==> src/common/dma_ctrl_pkg.sv <==
// shared constants and types for the mac dma control block
package dma_ctrl_pkg;
  localparam logic [7:0] OFF_TXC = 8'h00;
  localparam logic [7:0] OFF_RXC = 8'h04;
  localparam int TX_DMA_EN_BIT = 0;
  localparam int TX_CRC_BIT = 1;
  localparam int TX_PAD_BIT = 2;
  localparam int TX_FC_BIT = 9;
  localparam int TX_IPCS_BIT = 16;
  localparam int TX_TCPCS_BIT = 17;
  localparam int TX_UDPCS_BIT = 18;
  localparam int BURST_LSB = 24;
  localparam int BURST_W = 6;
  localparam int RX_ALIGN_BIT = 19;
  localparam logic [31:0] TXC_WMASK = 32'h3F07_0207;
  localparam logic [31:0] RXC_WMASK = 32'h3F08_0000;
  localparam logic [31:0] REG_RESET = 32'h0000_0000;
  localparam int MIN_FRAME_BYTES = 64;
  localparam int CRC_BYTES = 4;
  localparam int PAD_TO_WORDS = (MIN_FRAME_BYTES - CRC_BYTES) / 4;
  localparam int ALIGN_SHIFT_BYTES = 2;
  localparam int FIFO_DEPTH = 32;
  localparam int FIFO_WIDTH = 34;
  localparam int FC_HIGH_WATER = 24;

  // one word of frame data with its markers
  typedef struct packed {
    logic sof;
    logic eof;
    logic [31:0] data;
  } word_t;

  // transmit frame options handed to the framer
  typedef struct packed {
    logic ip_csum;
    logic tcp_csum;
    logic udp_csum;
    logic pad;
    logic crc;
  } tx_opts_t;
endpackage : dma_ctrl_pkg

==> src/mac_dma_txrx_control.sv <==
// mac dma transmit/receive control registers and data paths
//
// Functional notes
// - ip checksum gen bit inserts correct ip header checksum on transmit.
// - flow control in full duplex sends pause when rx buffer fills.
// - flow control in half duplex uses back-pressure instead.
// - flow control enable clear means no transmit flow control at all.
// - padding enable extends short frames to 64 bytes.
// - padding enable forces crc append on.
// - crc append bit attaches frame crc at end.
// - setting tx dma enable starts the transmit process running.
// - clearing enable stops transmit only after current frame ends.
// - stop honoured only while running.
// - rx burst size limits words per receive bus transaction.
// - rx burst size zero means no word limit; a transaction then ends only at frame end.
// - ip alignment shifts rx frame two bytes and reports it.
// - alignment bit clear stores frames unshifted.
// - tx burst size is only reported on O_TX_BURST_LEN; it does not limit transmit words.
// - udp and tcp checksum generation bits exist in tx control.
`timescale 1ns/1ps
module mac_dma_txrx_control
  import dma_ctrl_pkg::*;
(
  input wire logic I_CLK,
  input wire logic I_ARST_N,
  // register port
  input wire logic I_REG_WR,
  input wire logic I_REG_RD,
  input wire logic [7:0] I_REG_ADDR,
  input wire logic [3:0] I_REG_BE,
  input wire logic [31:0] I_REG_WDATA,
  output logic [31:0] O_REG_RDATA,
  // host transmit words
  input wire logic [31:0] I_TX_DATA,
  input wire logic I_TX_SOF,
  input wire logic I_TX_EOF,
  input wire logic I_TX_VALID,
  output logic O_TX_READY,
  // mac transmit side
  output logic [31:0] O_MAC_TX_DATA,
  output logic O_MAC_TX_SOF,
  output logic O_MAC_TX_EOF,
  output logic O_MAC_TX_VALID,
  input wire logic I_MAC_TX_READY,
  input wire logic I_FULL_DUPLEX,
  output logic O_PAUSE_REQ,
  output logic O_BACKPRESSURE,
  output logic O_TX_RUNNING,
  // mac receive side
  input wire logic [31:0] I_MAC_RX_DATA,
  input wire logic I_MAC_RX_SOF,
  input wire logic I_MAC_RX_EOF,
  input wire logic I_MAC_RX_VALID,
  output logic O_MAC_RX_READY,
  // host receive words
  output logic [31:0] O_RX_DATA,
  output logic O_RX_SOF,
  output logic O_RX_EOF,
  output logic O_RX_VALID,
  output logic O_RX_SHIFTED,
  output logic O_RX_BURST_END,
  input wire logic I_RX_READY,
  output logic [5:0] O_TX_BURST_LEN
);
  ////////////////////////////////////////////////////////////////////////
  // registers
  logic [31:0] txc_q;
  logic [31:0] rxc_q;
  typedef enum logic [1:0] {STOPPED, RUNNING, STOPPING} txst_t;
  txst_t txst_q;

  function automatic logic [31:0] be_merge(input logic [31:0] old,
                                           input logic [31:0] nw,
                                           input logic [3:0] be,
                                           input logic [31:0] msk);
    logic [31:0] r;
    r = old;
    for (int i = 0; i < 4; i++) begin
      if (be[i]) r[i*8 +: 8] = nw[i*8 +: 8];
    end
    return r & msk;
  endfunction : be_merge

  wire sel_txc = (I_REG_ADDR == OFF_TXC);
  wire sel_rxc = (I_REG_ADDR == OFF_RXC);
  wire [31:0] txc_d = be_merge(txc_q, I_REG_WDATA, I_REG_BE, TXC_WMASK);
  wire [31:0] rxc_d = be_merge(rxc_q, I_REG_WDATA, I_REG_BE, RXC_WMASK);
  wire [31:0] rd_d = sel_txc ? txc_q : (sel_rxc ? rxc_q : 32'h0000_0000);

  always_ff @(posedge I_CLK or negedge I_ARST_N) begin
    if (!I_ARST_N) begin
      txc_q <= REG_RESET;
      rxc_q <= REG_RESET;
      O_REG_RDATA <= 32'h0000_0000;
    end else begin
      if (I_REG_WR && sel_txc) txc_q <= txc_d;
      if (I_REG_WR && sel_rxc) rxc_q <= rxc_d;
      if (I_REG_RD) O_REG_RDATA <= rd_d;
    end
  end

  wire tx_en = txc_q[TX_DMA_EN_BIT];
  wire fc_en = txc_q[TX_FC_BIT];
  wire [5:0] tx_burst = txc_q[BURST_LSB +: BURST_W];
  wire [5:0] rx_burst = rxc_q[BURST_LSB +: BURST_W];
  wire align_en = rxc_q[RX_ALIGN_BIT];

  ////////////////////////////////////////////////////////////////////////
  // transmit process state
  word_t fr_out;
  logic fr_valid;
  logic fr_ready;
  logic fr_done;
  logic in_frame_q;
  wire mac_take = fr_valid && I_MAC_TX_READY;
  wire frame_end = mac_take && fr_done;
  wire frame_start = mac_take && fr_out.sof;

  always_ff @(posedge I_CLK or negedge I_ARST_N) begin
    if (!I_ARST_N) begin
      txst_q <= STOPPED;
      in_frame_q <= 1'b0;
    end else begin
      if (frame_end) in_frame_q <= 1'b0;
      else if (frame_start) in_frame_q <= 1'b1;
      case (txst_q)
        STOPPED: if (tx_en) txst_q <= RUNNING;
        RUNNING: if (!tx_en) txst_q <= (in_frame_q && !frame_end) ?
                                       STOPPING : STOPPED;
        STOPPING: if (frame_end || !in_frame_q) txst_q <= STOPPED;
        default: txst_q <= STOPPED;
      endcase
    end
  end

  // new frames start only while running; a frame in flight drains
  wire tx_gate = (txst_q == RUNNING) || in_frame_q;
  tx_opts_t opts;
  assign opts.ip_csum = txc_q[TX_IPCS_BIT];
  // l4 checksum bits kept for the framer
  assign opts.tcp_csum = txc_q[TX_TCPCS_BIT];
  assign opts.udp_csum = txc_q[TX_UDPCS_BIT];
  assign opts.pad = txc_q[TX_PAD_BIT];
  assign opts.crc = txc_q[TX_CRC_BIT];

  word_t tx_in;
  assign tx_in.sof = I_TX_SOF;
  assign tx_in.eof = I_TX_EOF;
  assign tx_in.data = I_TX_DATA;
  logic fr_in_ready;

  tx_framer u_framer (
    .i_clk(I_CLK),
    .i_arst_n(I_ARST_N),
    .i_opts(opts),
    .i_word(tx_in),
    .i_valid(I_TX_VALID && tx_gate),
    .o_ready(fr_in_ready),
    .o_word(fr_out),
    .o_valid(fr_valid),
    .i_ready(fr_ready),
    .o_frame_done(fr_done)
  );
  assign fr_ready = I_MAC_TX_READY;

  ////////////////////////////////////////////////////////////////////////
  // receive fifo and flow control
  logic [FIFO_WIDTH-1:0] rxf_out;
  logic rxf_valid;
  logic rxf_in_ready;
  logic rxf_pop;
  logic [5:0] rxf_count;
  logic [31:0] rx_word_d;
  logic rx_sof_d;
  logic rx_eof_d;

  // shift by two bytes when aligning
  logic [15:0] carry_q;
  logic tail_q;
  wire [31:0] shifted = {I_MAC_RX_DATA[15:0], carry_q};
  wire [31:0] rx_w = align_en ? shifted : I_MAC_RX_DATA;
  wire rx_push = (I_MAC_RX_VALID || tail_q) && rxf_in_ready;

  always_ff @(posedge I_CLK or negedge I_ARST_N) begin
    if (!I_ARST_N) begin
      carry_q <= '0;
      tail_q <= 1'b0;
    end else if (rx_push) begin
      carry_q <= I_MAC_RX_DATA[31:16];
      tail_q <= align_en && I_MAC_RX_VALID && I_MAC_RX_EOF;
    end
  end

  // a tail word flushes the last two bytes when aligning
  wire [31:0] push_w = tail_q ? {16'h0000, carry_q} :
                       (align_en && I_MAC_RX_SOF ?
                        {I_MAC_RX_DATA[15:0], 16'h0000} : rx_w);
  wire push_eof = tail_q || (I_MAC_RX_EOF && !align_en);
  wire push_sof = !tail_q && I_MAC_RX_SOF;

  word_fifo #(.WIDTH(FIFO_WIDTH), .DEPTH(FIFO_DEPTH)) u_rxfifo (
    .i_clk(I_CLK),
    .i_arst_n(I_ARST_N),
    .i_data({push_sof, push_eof, push_w}),
    .i_valid(I_MAC_RX_VALID || tail_q),
    .o_ready(rxf_in_ready),
    .o_data(rxf_out),
    .o_valid(rxf_valid),
    .i_ready(rxf_pop),
    .o_count(rxf_count)
  );

  wire hi_water = fc_en && (rxf_count >= 6'(FC_HIGH_WATER));
  wire pause_d = hi_water && I_FULL_DUPLEX;
  wire bp_d = hi_water && !I_FULL_DUPLEX;

  ////////////////////////////////////////////////////////////////////////
  // receive burst limiting
  logic [5:0] rx_beat_q;
  logic burst_end_q;
  wire burst_last = (rx_burst != 6'd0) && (rx_beat_q + 6'd1 >= rx_burst);
  wire out_busy = O_RX_VALID && !I_RX_READY;
  assign rxf_pop = rxf_valid && !out_busy && !burst_end_q;

  always_ff @(posedge I_CLK or negedge I_ARST_N) begin
    if (!I_ARST_N) begin
      rx_beat_q <= '0;
      burst_end_q <= 1'b0;
      O_RX_DATA <= '0;
      O_RX_SOF <= 1'b0;
      O_RX_EOF <= 1'b0;
      O_RX_VALID <= 1'b0;
      O_RX_SHIFTED <= 1'b0;
      O_RX_BURST_END <= 1'b0;
    end else begin
      // one idle cycle between bursts ends the bus transaction
      burst_end_q <= rxf_pop && (burst_last || !rxf_valid);
      if (rxf_pop) begin
        // a frame end also closes the transaction
        rx_beat_q <= (burst_last || rxf_out[32]) ? 6'd0 : rx_beat_q + 6'd1;
        O_RX_DATA <= rxf_out[31:0];
        O_RX_EOF <= rxf_out[32];
        O_RX_SOF <= rxf_out[33];
        O_RX_SHIFTED <= align_en;
        O_RX_BURST_END <= burst_last || rxf_out[32];
        O_RX_VALID <= 1'b1;
      end else if (!out_busy) begin
        O_RX_VALID <= 1'b0;
      end
    end
  end

  ////////////////////////////////////////////////////////////////////////
  // registered outputs
  always_ff @(posedge I_CLK or negedge I_ARST_N) begin
    if (!I_ARST_N) begin
      O_PAUSE_REQ <= 1'b0;
      O_BACKPRESSURE <= 1'b0;
      O_TX_RUNNING <= 1'b0;
      O_TX_BURST_LEN <= '0;
      O_MAC_RX_READY <= 1'b0;
    end else begin
      O_PAUSE_REQ <= pause_d;
      O_BACKPRESSURE <= bp_d;
      O_TX_RUNNING <= (txst_q != STOPPED);
      O_TX_BURST_LEN <= tx_burst;
      O_MAC_RX_READY <= rxf_in_ready && !tail_q;
    end
  end

  assign O_TX_READY = fr_in_ready && tx_gate;
  assign O_MAC_TX_DATA = fr_out.data;
  assign O_MAC_TX_SOF = fr_out.sof;
  assign O_MAC_TX_EOF = fr_out.eof;
  assign O_MAC_TX_VALID = fr_valid;

  ////////////////////////////////////////////////////////////////////////
  // checks
  a_tx_start: assert property (@(posedge I_CLK) disable iff (!I_ARST_N)
    (txst_q == STOPPED && tx_en) |=> txst_q == RUNNING)
    else $error("tx did not start");
  a_tx_drain: assert property (@(posedge I_CLK) disable iff (!I_ARST_N)
    (txst_q == STOPPING && !frame_end && in_frame_q) |=> txst_q != STOPPED)
    else $error("tx stopped mid frame");
  a_fc_off: assert property (@(posedge I_CLK) disable iff (!I_ARST_N)
    !fc_en |=> !O_PAUSE_REQ && !O_BACKPRESSURE)
    else $error("flow control while disabled");
  a_pause_fd: assert property (@(posedge I_CLK) disable iff (!I_ARST_N)
    pause_d |=> O_PAUSE_REQ && !O_BACKPRESSURE)
    else $error("pause missing");
  a_bp_hd: assert property (@(posedge I_CLK) disable iff (!I_ARST_N)
    bp_d |=> O_BACKPRESSURE && !O_PAUSE_REQ)
    else $error("backpressure missing");
  a_rx_burst: assert property (@(posedge I_CLK) disable iff (!I_ARST_N)
    (rxf_pop && burst_last) |=> !rxf_pop)
    else $error("burst overrun");
  a_stop_only: assert property (@(posedge I_CLK) disable iff (!I_ARST_N)
    (txst_q == STOPPED) |=> txst_q != STOPPING)
    else $error("stop outside running");
  a_tx_burst: assert property (@(posedge I_CLK) disable iff (!I_ARST_N)
    ##1 O_TX_BURST_LEN == $past(tx_burst))
    else $error("tx burst len mismatch");
endmodule : mac_dma_txrx_control

==> src/tx_framer.sv <==
// transmit framer: checksum fixup, padding and crc append
`timescale 1ns/1ps
module tx_framer
  import dma_ctrl_pkg::*;
(
  input wire logic i_clk,
  input wire logic i_arst_n,
  input wire tx_opts_t i_opts,
  input wire word_t i_word,
  input wire logic i_valid,
  output logic o_ready,
  output word_t o_word,
  output logic o_valid,
  input wire logic i_ready,
  output logic o_frame_done
);
  typedef enum logic [1:0] {PASS, PAD, CRC} fstate_t;
  fstate_t st_q;
  logic [5:0] wcnt_q;
  logic [31:0] crc_q;
  logic [15:0] ipsum_q;

  function automatic logic [31:0] crc_word(input logic [31:0] c,
                                           input logic [31:0] d);
    logic [31:0] r;
    r = c;
    for (int i = 0; i < 32; i++) begin
      r = (r[0] ^ d[i]) ? ((r >> 1) ^ 32'hEDB8_8320) : (r >> 1);
    end
    return r;
  endfunction : crc_word

  // checksum is a ones complement fold over header words 3..7
  wire in_ip_hdr = (wcnt_q >= 6'd3) && (wcnt_q <= 6'd7);
  wire [16:0] s1 = {1'b0, ipsum_q} + {1'b0, i_word.data[31:16]};
  wire [15:0] f1 = s1[15:0] + {15'h0000, s1[16]};
  wire [16:0] s2 = {1'b0, f1} + {1'b0, i_word.data[15:0]};
  wire [15:0] f2 = s2[15:0] + {15'h0000, s2[16]};
  // the csum slot in header word 7 carries zero from the host
  wire [31:0] fixed = (i_opts.ip_csum && wcnt_q == 6'd7) ?
                      {i_word.data[31:16], ~f2} : i_word.data;
  wire crc_on = i_opts.crc || i_opts.pad;
  wire short = (wcnt_q + 6'd1) < 6'(PAD_TO_WORDS);
  wire [31:0] out_d = (st_q == PASS) ? fixed :
                      (st_q == PAD) ? 32'h0000_0000 : ~crc_q;

  // input only moves when the mac takes the word
  assign o_ready = (st_q == PASS) && i_ready;
  assign o_valid = (st_q == PASS) ? i_valid : 1'b1;
  assign o_word.data = out_d;
  assign o_word.sof = (st_q == PASS) && i_word.sof;
  assign o_word.eof = (st_q == CRC) ||
    (st_q == PASS && i_word.eof && !crc_on && !(i_opts.pad && short)) ||
    (st_q == PAD && !crc_on);
  assign o_frame_done = o_valid && o_word.eof;

  always_ff @(posedge i_clk or negedge i_arst_n) begin
    if (!i_arst_n) begin
      st_q <= PASS;
      wcnt_q <= '0;
      crc_q <= 32'hFFFF_FFFF;
      ipsum_q <= '0;
    end else if (o_valid && i_ready) begin
      // crc taken over the fixed-up and padded content
      crc_q <= (st_q == CRC) ? 32'hFFFF_FFFF : crc_word(crc_q, out_d);
      wcnt_q <= (o_word.eof) ? '0 : (wcnt_q == 6'h3F ? wcnt_q : wcnt_q + 6'd1);
      ipsum_q <= (st_q == PASS && in_ip_hdr) ? f2 :
                 (o_word.eof ? 16'h0000 : ipsum_q);
      case (st_q)
        PASS: if (i_word.eof) begin
          if (i_opts.pad && short) st_q <= PAD;
          else if (crc_on) st_q <= CRC;
        end
        PAD: if (!short) st_q <= crc_on ? CRC : PASS;
        CRC: st_q <= PASS;
        default: st_q <= PASS;
      endcase
    end
  end
endmodule : tx_framer

==> src/word_fifo.sv <==
// synchronous fifo with valid/ready on both sides
`timescale 1ns/1ps
module word_fifo #(
  parameter int WIDTH = 34,
  parameter int DEPTH = 32
) (
  input wire logic i_clk,
  input wire logic i_arst_n,
  input wire logic [WIDTH-1:0] i_data,
  input wire logic i_valid,
  output logic o_ready,
  output logic [WIDTH-1:0] o_data,
  output logic o_valid,
  input wire logic i_ready,
  output logic [$clog2(DEPTH):0] o_count
);
  localparam int AW = $clog2(DEPTH);
  logic [WIDTH-1:0] mem [DEPTH];
  logic [AW-1:0] wp_q;
  logic [AW-1:0] rp_q;
  logic [AW:0] cnt_q;
  wire push = i_valid && o_ready;
  wire pop = o_valid && i_ready;

  assign o_ready = (cnt_q != (AW+1)'(DEPTH));
  assign o_valid = (cnt_q != '0);
  assign o_data = mem[rp_q];
  assign o_count = cnt_q;

  always_ff @(posedge i_clk) begin
    if (push) begin
      mem[wp_q] <= i_data;
    end
  end

  always_ff @(posedge i_clk or negedge i_arst_n) begin
    if (!i_arst_n) begin
      wp_q <= '0;
      rp_q <= '0;
      cnt_q <= '0;
    end else begin
      if (push) wp_q <= wp_q + 1'b1;
      if (pop) rp_q <= rp_q + 1'b1;
      cnt_q <= cnt_q + (AW+1)'(push) - (AW+1)'(pop);
    end
  end
endmodule : word_fifo

==> config.mk <==
export PLATFORM = sky130hd
export DESIGN_NAME = mac_dma_txrx_control
export DESIGN_NICKNAME = d
export VERILOG_FILES = /design/src/common/dma_ctrl_pkg.sv /design/src/mac_dma_txrx_control.sv /design/src/tx_framer.sv /design/src/word_fifo.sv
export SDC_FILE = /design/constraint.sdc
export NUM_CORES = 2
export LEC_CHECK = 0
export ABC_AREA = 0
export ABC_CLOCK_PERIOD_IN_PS = 12400
export BUFFER_PORTS_ARGS = -buffer_cell sky130_fd_sc_hd__buf_4
export CAP_MARGIN = 5
export CORE_AREA = 2 2 435 437
export DETAILED_ROUTE_END_ITERATION = 7
export DIE_AREA = 0 0 437 439
export PLACE_DENSITY = 0.46
export SLEW_MARGIN = 20
export SYNTH_ARGS = -nofsm -noshare
export SYNTH_HDL_FRONTEND = slang
export SYNTH_HIERARCHICAL = 1
export SYNTH_SLANG_ARGS = --single-unit
==> constraint.sdc <==
create_clock -name I_CLK -period 12.4 [get_ports I_CLK]
set_input_delay 0.62 -clock I_CLK [delete_from_list [all_inputs] [get_ports I_CLK]]
set_output_delay 0.62 -clock I_CLK [all_outputs]
set_load 0.02 [all_outputs]
======== Yosys cells after proc, flatten, opt, wreduce, memory -nomap -nowiden ========
Memories as Yosys holds them, arrays and structs flattened.
Cells that the tools add are included.
word-level totals
  register bits after elaboration ......... 198
  bits in writable memories ............... 1088
  input bits .............................. 121
  logic and storage cells ................. 266
  memories ................................ 1
operators by class
  add/sub/neg operators ................... 10
  magnitude comparators ................... 5
  equality and inequality tests ........... 16
  muxes and demuxes ....................... 64
  bitwise logic cells ..................... 66
  reductions and logical operators ........ 73
memory list
  memory        depth  width  read ports  clocked after memory_dff  write ports  RTL line         source
  u_rxfifo.mem  32     34     1           0                         1            word_fifo.sv:18  logic [WIDTH-1:0] mem [DEPTH];
operators by type and width
  cell                                                                   count
  32-bit two-way mux                                                     38
  13-bit NOT with 14-bit output                                          32
  30-bit two-way mux                                                     2
  16-bit two-way mux                                                     3
  1-bit logical AND                                                      35
  16-bit by 16-bit adder with 17-bit output                              2
  16-bit by 1-bit adder with 16-bit output                               2
  32-bit NOT                                                             1
  1-bit XOR                                                              32
  2-bit two-way mux                                                      9
  6-bit two-way mux                                                      3
  16-bit NOT                                                             1
  2-bit AND reduction                                                    8
  2-bit != test, second input constant                                   7
  6-bit by 1-bit adder with 6-bit output, second input constant          2
  6-bit nonzero test                                                     2
  1-bit logical NOT                                                      11
  5-bit by 1-bit adder with 5-bit output, second input constant          2
  1-bit logical OR                                                       9
  8-bit by 3-bit equality test with 1-bit output, second input constant  1
  8-bit logical NOT                                                      1
  1-bit two-way mux                                                      7
  6-bit by 1-bit adder with 6-bit output                                 1
  6-bit by 3-bit equality test with 1-bit output, second input constant  1
  other kinds (17)                                                       22

======== Depth between registers and ports, before layout ========
  depth after elaboration ................. 72
  mapped depth ............................ 51

======== Cells and area by module ========
The synthesis kept the hierarchy.
modules (own cells, without submodules)
  module                instances  cells each  area an instance (µm²)  seq. area each (µm²)
  word_fifo             1          1910        42229.3                 33071.7
  tx_framer             1          968         8550.7                  1441.4
  mac_dma_txrx_control  1          476         5007.3                  2702.6

======== Worst setup path after synthesis ========
No wires, ideal clock.
  kind .................................... input to register
  start point ............................. input I_TX_DATA[16]
  end point ............................... register u_framer.crc_q[22]
  data arrival time ....................... 11026 ps
  data required time ...................... 12320 ps
  path slack .............................. 1295 ps
  stages .................................. 51
  buffers on the path ..................... 1
  cells stage by stage .................... ha_1 inv_1 fa_1 nor2b_1 o21ai_0 a21boi_0 o21ai_0 a21boi_0 o21ai_0 a21boi_0 o21ai_0 a21boi_0 o21ai_0 a21boi_0 o21ai_0 a21boi_0 o21ai_0 nand2b_1 [15 not listed] o21ai_0 nand2b_1 ha_1 ha_1 o211ai_1 or4_4 nor4_2 nand4_1 xor2_1 a222oi_1 xnor2_1 xnor2_2 xnor3_2 xnor3_2 xor2_4 xnor3_1 xor2_1 o22a_1
between the ends
  longest elaborated chain between the ends .. 54
  elaborated cells on any way between the ends .. 96
RTL lines
  element                                                                      RTL line                    source
  from (decl)                                                                  mac_dma_txrx_control.sv:34  input wire logic [31:0] I_TX_DATA,
  16-bit by 16-bit adder with 17-bit output                                    tx_framer.sv:35             wire [16:0] s1 = {1'b0, ipsum_q} + {1'b0, i_word.data[31:16]};
  16-bit by 1-bit adder with 16-bit output                                     tx_framer.sv:36             wire [15:0] f1 = s1[15:0] + {15'h0000, s1[16]};
  16-bit by 16-bit adder with 17-bit output                                    tx_framer.sv:37             wire [16:0] s2 = {1'b0, f1} + {1'b0, i_word.data[15:0]};
  16-bit by 1-bit adder with 16-bit output                                     tx_framer.sv:38             wire [15:0] f2 = s2[15:0] + {15'h0000, s2[16]};
  16-bit NOT                                                                   tx_framer.sv:41             {i_word.data[31:16], ~f2} : i_word.data;
  16-bit two-way mux                                                           tx_framer.sv:40             wire [31:0] fixed = (i_opts.ip_csum && wcnt_q == 6'd7) ?
  32-bit two-way mux *                                                         tx_framer.sv:44             wire [31:0] out_d = (st_q == PASS) ? fixed :
  parallel branches: the longest is 23 deep, another holds 32-bit two-way mux  --
  [14 not listed]                                                              --
  32-bit two-way mux *                                                         tx_framer.sv:28             r = (r[0] ^ d[i]) ? ((r >> 1) ^ 32'hEDB8_8320) : (r >> 1);
  13-bit NOT with 14-bit output (no source line)                               --
  32-bit two-way mux * (2 in a row)                                            tx_framer.sv:28
  13-bit NOT with 14-bit output (no source line)                               --
  32-bit two-way mux *                                                         tx_framer.sv:28
  13-bit NOT with 14-bit output (no source line)                               --
  32-bit two-way mux * (2 in a row)                                            tx_framer.sv:28
  32-bit two-way mux *                                                         tx_framer.sv:65             crc_q <= (st_q == CRC) ? 32'hFFFF_FFFF : crc_word(crc_q, out_d);
  to (signal assigned)                                                         tx_framer.sv:65
  to (decl)                                                                    tx_framer.sv:20             logic [31:0] crc_q;
Every way passes the cells marked *.
A chain may end at the register's enable or synchronous reset.

======== Final worst setup path ========
  start point ............................. register u_framer.ipsum_q[0]
  end point ............................... register u_framer.crc_q[22]
between the ends
  longest elaborated chain between the ends .. 54
  elaborated cells on any way between the ends .. 96
RTL lines
  element                                                                      RTL line         source
  from (decl)                                                                  tx_framer.sv:21  logic [15:0] ipsum_q;
  from (signal assigned)                                                       tx_framer.sv:67  ipsum_q <= (st_q == PASS && in_ip_hdr) ? f2 :
  16-bit by 16-bit adder with 17-bit output *                                  tx_framer.sv:35
  16-bit by 1-bit adder with 16-bit output *                                   tx_framer.sv:36
  16-bit by 16-bit adder with 17-bit output *                                  tx_framer.sv:37
  16-bit by 1-bit adder with 16-bit output *                                   tx_framer.sv:38
  16-bit NOT *                                                                 tx_framer.sv:41
  16-bit two-way mux *                                                         tx_framer.sv:40
  32-bit two-way mux *                                                         tx_framer.sv:44
  parallel branches: the longest is 21 deep, another holds 32-bit two-way mux  --
  [16 not listed]                                                              --
  32-bit two-way mux *                                                         tx_framer.sv:28
  13-bit NOT with 14-bit output (no source line)                               --
  32-bit two-way mux * (2 in a row)                                            tx_framer.sv:28
  13-bit NOT with 14-bit output (no source line)                               --
  32-bit two-way mux *                                                         tx_framer.sv:28
  13-bit NOT with 14-bit output (no source line)                               --
  32-bit two-way mux * (2 in a row)                                            tx_framer.sv:28
  32-bit two-way mux *                                                         tx_framer.sv:65
Marks and branches as above.

==> impl_results.rst <==
.. list-table::
   :header-rows: 1

   * - Metric
     - Value
   * - Adder-cell share of the synthesized area
     - 0.0143
   * - Largest net degree at the start of global routing
     - 100
   * - Simple-Gate Fraction of Synth Area
     - 0.0445
   * - Worst r2r src
     - u_framer/ipsum_q[0]
   * - Depth of the critical timing path with buffers and inverters included
     - 53
   * - Post-synthesis async set-or-reset flop share
     - 0.142
   * - Setup TNS after final layout
     - 0 ns
   * - Slowest-stage cell, CP
     - or4_4
   * - Combinational family with the most area after synthesis
     - multiplexers
   * - Floorplan core area
     - approximately 0.19 mm²
   * - Most used flip-flop cell after synthesis
     - edfxtp_1
   * - Kind of start point of the critical path
     - flop
   * - CP bufs+invs
     - 3
   * - Largest delay contributor family on the critical path
     - compound AO/OA/AOI/OAI gates
   * - Sink count of the clock tree
     - between 1000 and 1500
   * - Worst slew margin
     - 0.238
   * - Critical path start-end classification
     - flop to flop
   * - CTS Buf Count
     - 144
   * - I/O pin cnt
     - between 200 and 250
   * - Worst R2R Setup Slack
     - 1.11 ns
   * - Largest stage delay, worst path
     - 0.50 ns
   * - DR DRC count
     - 0
   * - Synthesized-area fraction occupied by ao, oa, aoi and oai cells
     - 0.0688
   * - First-pass GRT wire length
     - 241000 µm
   * - Achievable clock frequency
     - 88.6 MHz
   * - Mux contribution to synthesized area
     - 0.122
   * - Mean post-synth cell area
     - 16.6 µm²
   * - Crit path launch
     - u_framer/ipsum_q[0]
   * - Sequential cell area in the final layout
     - 0.0372 mm²
   * - Overall routing resource usage
     - 0.174
   * - Die footprint
     - 0.192 mm²
   * - Sum of routed wire length over all layers
     - 168000 µm
   * - Category of the worst setup path capture point
     - flop
   * - Routed len/inst
     - around 26 µm
   * - GP Congestion
     - around 0.8
   * - Chip Height
     - 439 µm
   * - Vias in the first global route
     - 32600
   * - Max Transition Viols Final
     - 0
   * - Crit path DAT
     - approximately 12 ns
   * - TritonCTS clock tree
     - built
   * - Destination of the worst register-to-register timing path
     - u_framer/crc_q[22]
   * - Most frequent cells after synthesis
     - 1088 x edfxtp_1, 204 x mux4_2, 193 x nand2_1, 175 x xnor2_1, 164 x mux2i_1
   * - Overflow left after global routing
     - 0
   * - Worst setup path endpoint
     - u_framer/crc_q[22]
   * - HPWL Detailed
     - roughly 100000 µm
   * - Post-synth EDFFs
     - 1088
   * - Cell with the most instances on the worst path
     - o21ai_0
   * - Worst endpoint required time
     - 13.08 ns
   * - Footprint of the multi-input gates
     - 0.0177 mm²
   * - Proportion of netlist area held by the largest area contributor
     - 0.586
   * - Effective utilization at floorplan
     - 0.298
   * - Register bit count reported by yosys
     - 1268
   * - Dominant cell type by area after synthesis
     - edfxtp_1
   * - Number of max-capacitance violations reported
     - 0
   * - Final layout net count
     - 3948
   * - Ratio of cells with drive above 1 in the final layout
     - 0.271
   * - Violation count after the first detailed-routing iteration
     - 2223
   * - Filler cell count in the final layout
     - 17800
   * - Result of the run
     - finished, final reports clean
   * - Worst min path class
     - input pin to flop
   * - Width of the die
     - 437 µm
   * - Via count normalized by instance count
     - 4.96
   * - Total number of H-tree levels
     - 4
   * - Number of library cell types mapped by synthesis
     - 99
   * - Buffers from clock root to sink, at most
     - 3
   * - Total number of vias
     - roughly 32000
   * - Period Utilization, post-route
     - 0.910
   * - XOR/XNOR Fraction of Synth Area
     - 0.0595
   * - Minimum period implied by the final worst setup slack
     - between 10 and 15 ns
   * - Number of antenna violations at the first check in global routing
     - 0
   * - Post-Route Skew
     - approximately 0.058 ns
   * - Source of the worst hold timing path
     - I_MAC_RX_DATA[27]
   * - Root Buffer
     - clkbuf_16
   * - Clock slew seen by the registers of the worst setup and hold paths
     - around 0.06 ns
   * - Crit path max fanout
     - 5
   * - Number of standard cells after synthesis
     - 3354
   * - Setup violations, final
     - 0
   * - Netlist area before placement
     - 0.0558 mm²
   * - Post-route ant nets
     - 0
   * - Synthesis-to-layout area growth
     - 19.1%
   * - Number of warning messages in the yosys log
     - 6
   * - Cell types with the largest area share after synthesis
     - edfxtp_1 59%, mux4_2 8.2%, dfrtp_1 6.6%
   * - Total count of hold-check failures in the final report
     - 0
   * - Sequential element share of the synthesized area
     - 0.667
   * - Depth of the worst register-to-register path
     - 53
   * - Standard-cell row count
     - 159
   * - Skew-Pair Late Insertion Delay
     - around 0.78 ns
   * - Transition at the pin with the smallest max-transition slack
     - 1.11 ns
   * - Pre-Repair DR Iteration Count
     - 5
   * - RSZ-0062 raised after global routing
     - false
   * - Most frequent cell after synthesis
     - edfxtp_1
   * - IO buf count
     - 199
-- worst min path at each step --
stage / slack (ns) / endpoint / depth (start not counted)
floorplan: 0.32 / O_BACKPRESSURE / 0
global placement: 0.39 / O_TX_BURST_LEN[2] / 0
detailed placement: 0.40 / O_TX_BURST_LEN[2] / 0
CTS: 0.02 / carry_q[7] / 2
global route: 0.04 / carry_q[11] / 2
finish: 0.08 / carry_q[11] / 2
-- sequential cells by signal, indices dropped and copies added, names as in the netlist, 7 cells and up --
register	cells
O_REG_RDATA	14
O_RX_DATA	32
carry_q	16
rxc_q	7
txc_q	13
u_framer/crc_q	32
u_framer/ipsum_q	16
u_rxfifo/mem	1088
-- cell families after synthesis --
family                   after synthesis
other                                  1
adder cells (fa/ha/maj)               62
multiplexers                         415
XOR/XNOR                             297
AO/OA/AOI/OAI                        545
AND/OR/NAND/NOR                      511
flip-flops                          1268
buffers and inverters                255
-- final cells by class --
type,instances,area share
sequential,1268,0.560
multi-input combinational,1848,0.267
clock buffer,194,0.0590
timing repair buffer,434,0.0499
tap,2495,0.0470
clock inverter,72,0.0131
inverter,69,0.00390
antenna,2,0.0000753
-- stage by stage --
stage,instance area (µm²),cells,utilization,hold WS [ns],setup slack (ns)
2_1_floorplan,55900,3371,-,0.324,1.29
3_3_place_gp,61500,6111,0.329,0.387,0.243
3_5_place_dp,61600,6112,0.329,0.395,0.223
4_1_cts,66400,6380,0.355,0.0160,0.515
5_1_grt,66400,6380,0.355,0.0379,0.0516
6_report,66500,6382,0.355,0.0838,1.11
-- per-layer routing --
layer | vias to the layer above | wire length (µm) | track usage
met5 | - | 0 | 0
met3 | 185 | 6690 | 0.0246
met2 | 678 | 84900 | 0.301
met1 | 16800 | 73200 | 0.228
met4 | 0 | 3730 | 0.0435
li1 | 14000 | - | -
-- worst reg2reg max path, delay by kind of cell (launching register included) --
family | cells | cell delay, ns
fa+ha+maj | 6 | 1.52
buf+inv | 3 | 0.34
simple gates | 15 | 2.90
xor+xnor | 9 | 2.60
compound gates | 20 | 3.51
flops | 1 | 0.36
-- layout by cell type, fill, tap and decap left out, types with 35 or more instances in the layout --
master,Yosys,layout
dfrtp_1,148,144
xor2_1,68,67
a21oi_1,106,106
clkbuf_16,0,145
inv_1,68,67
o22ai_1,42,42
buf_4,36,427
clkbuf_1,90,38
mux4_2,204,204
nand3_1,40,39
a211oi_1,65,65
nand2_1,193,193
edfxtp_1,1088,1088
ha_1,59,59
o21ai_0,81,80
nor2_4,0,43
o221ai_1,35,35
a22oi_1,43,43
nor2_1,136,88
xnor2_1,175,174
mux2i_1,164,164
a22o_1,60,54
-- repair_timing --
action / CTS / global route
resized for setup: 0 / 9
endpoints found under the setup margin: 0 / 30
hold buffers: 2 / 0
endpoints found under the hold margin: 87 / 0
buffers inserted: 0 / 0
Power is left out: the tool's default activity adds up to more than one toggle a clock period on the data nets, which glitch-free logic cannot reach.
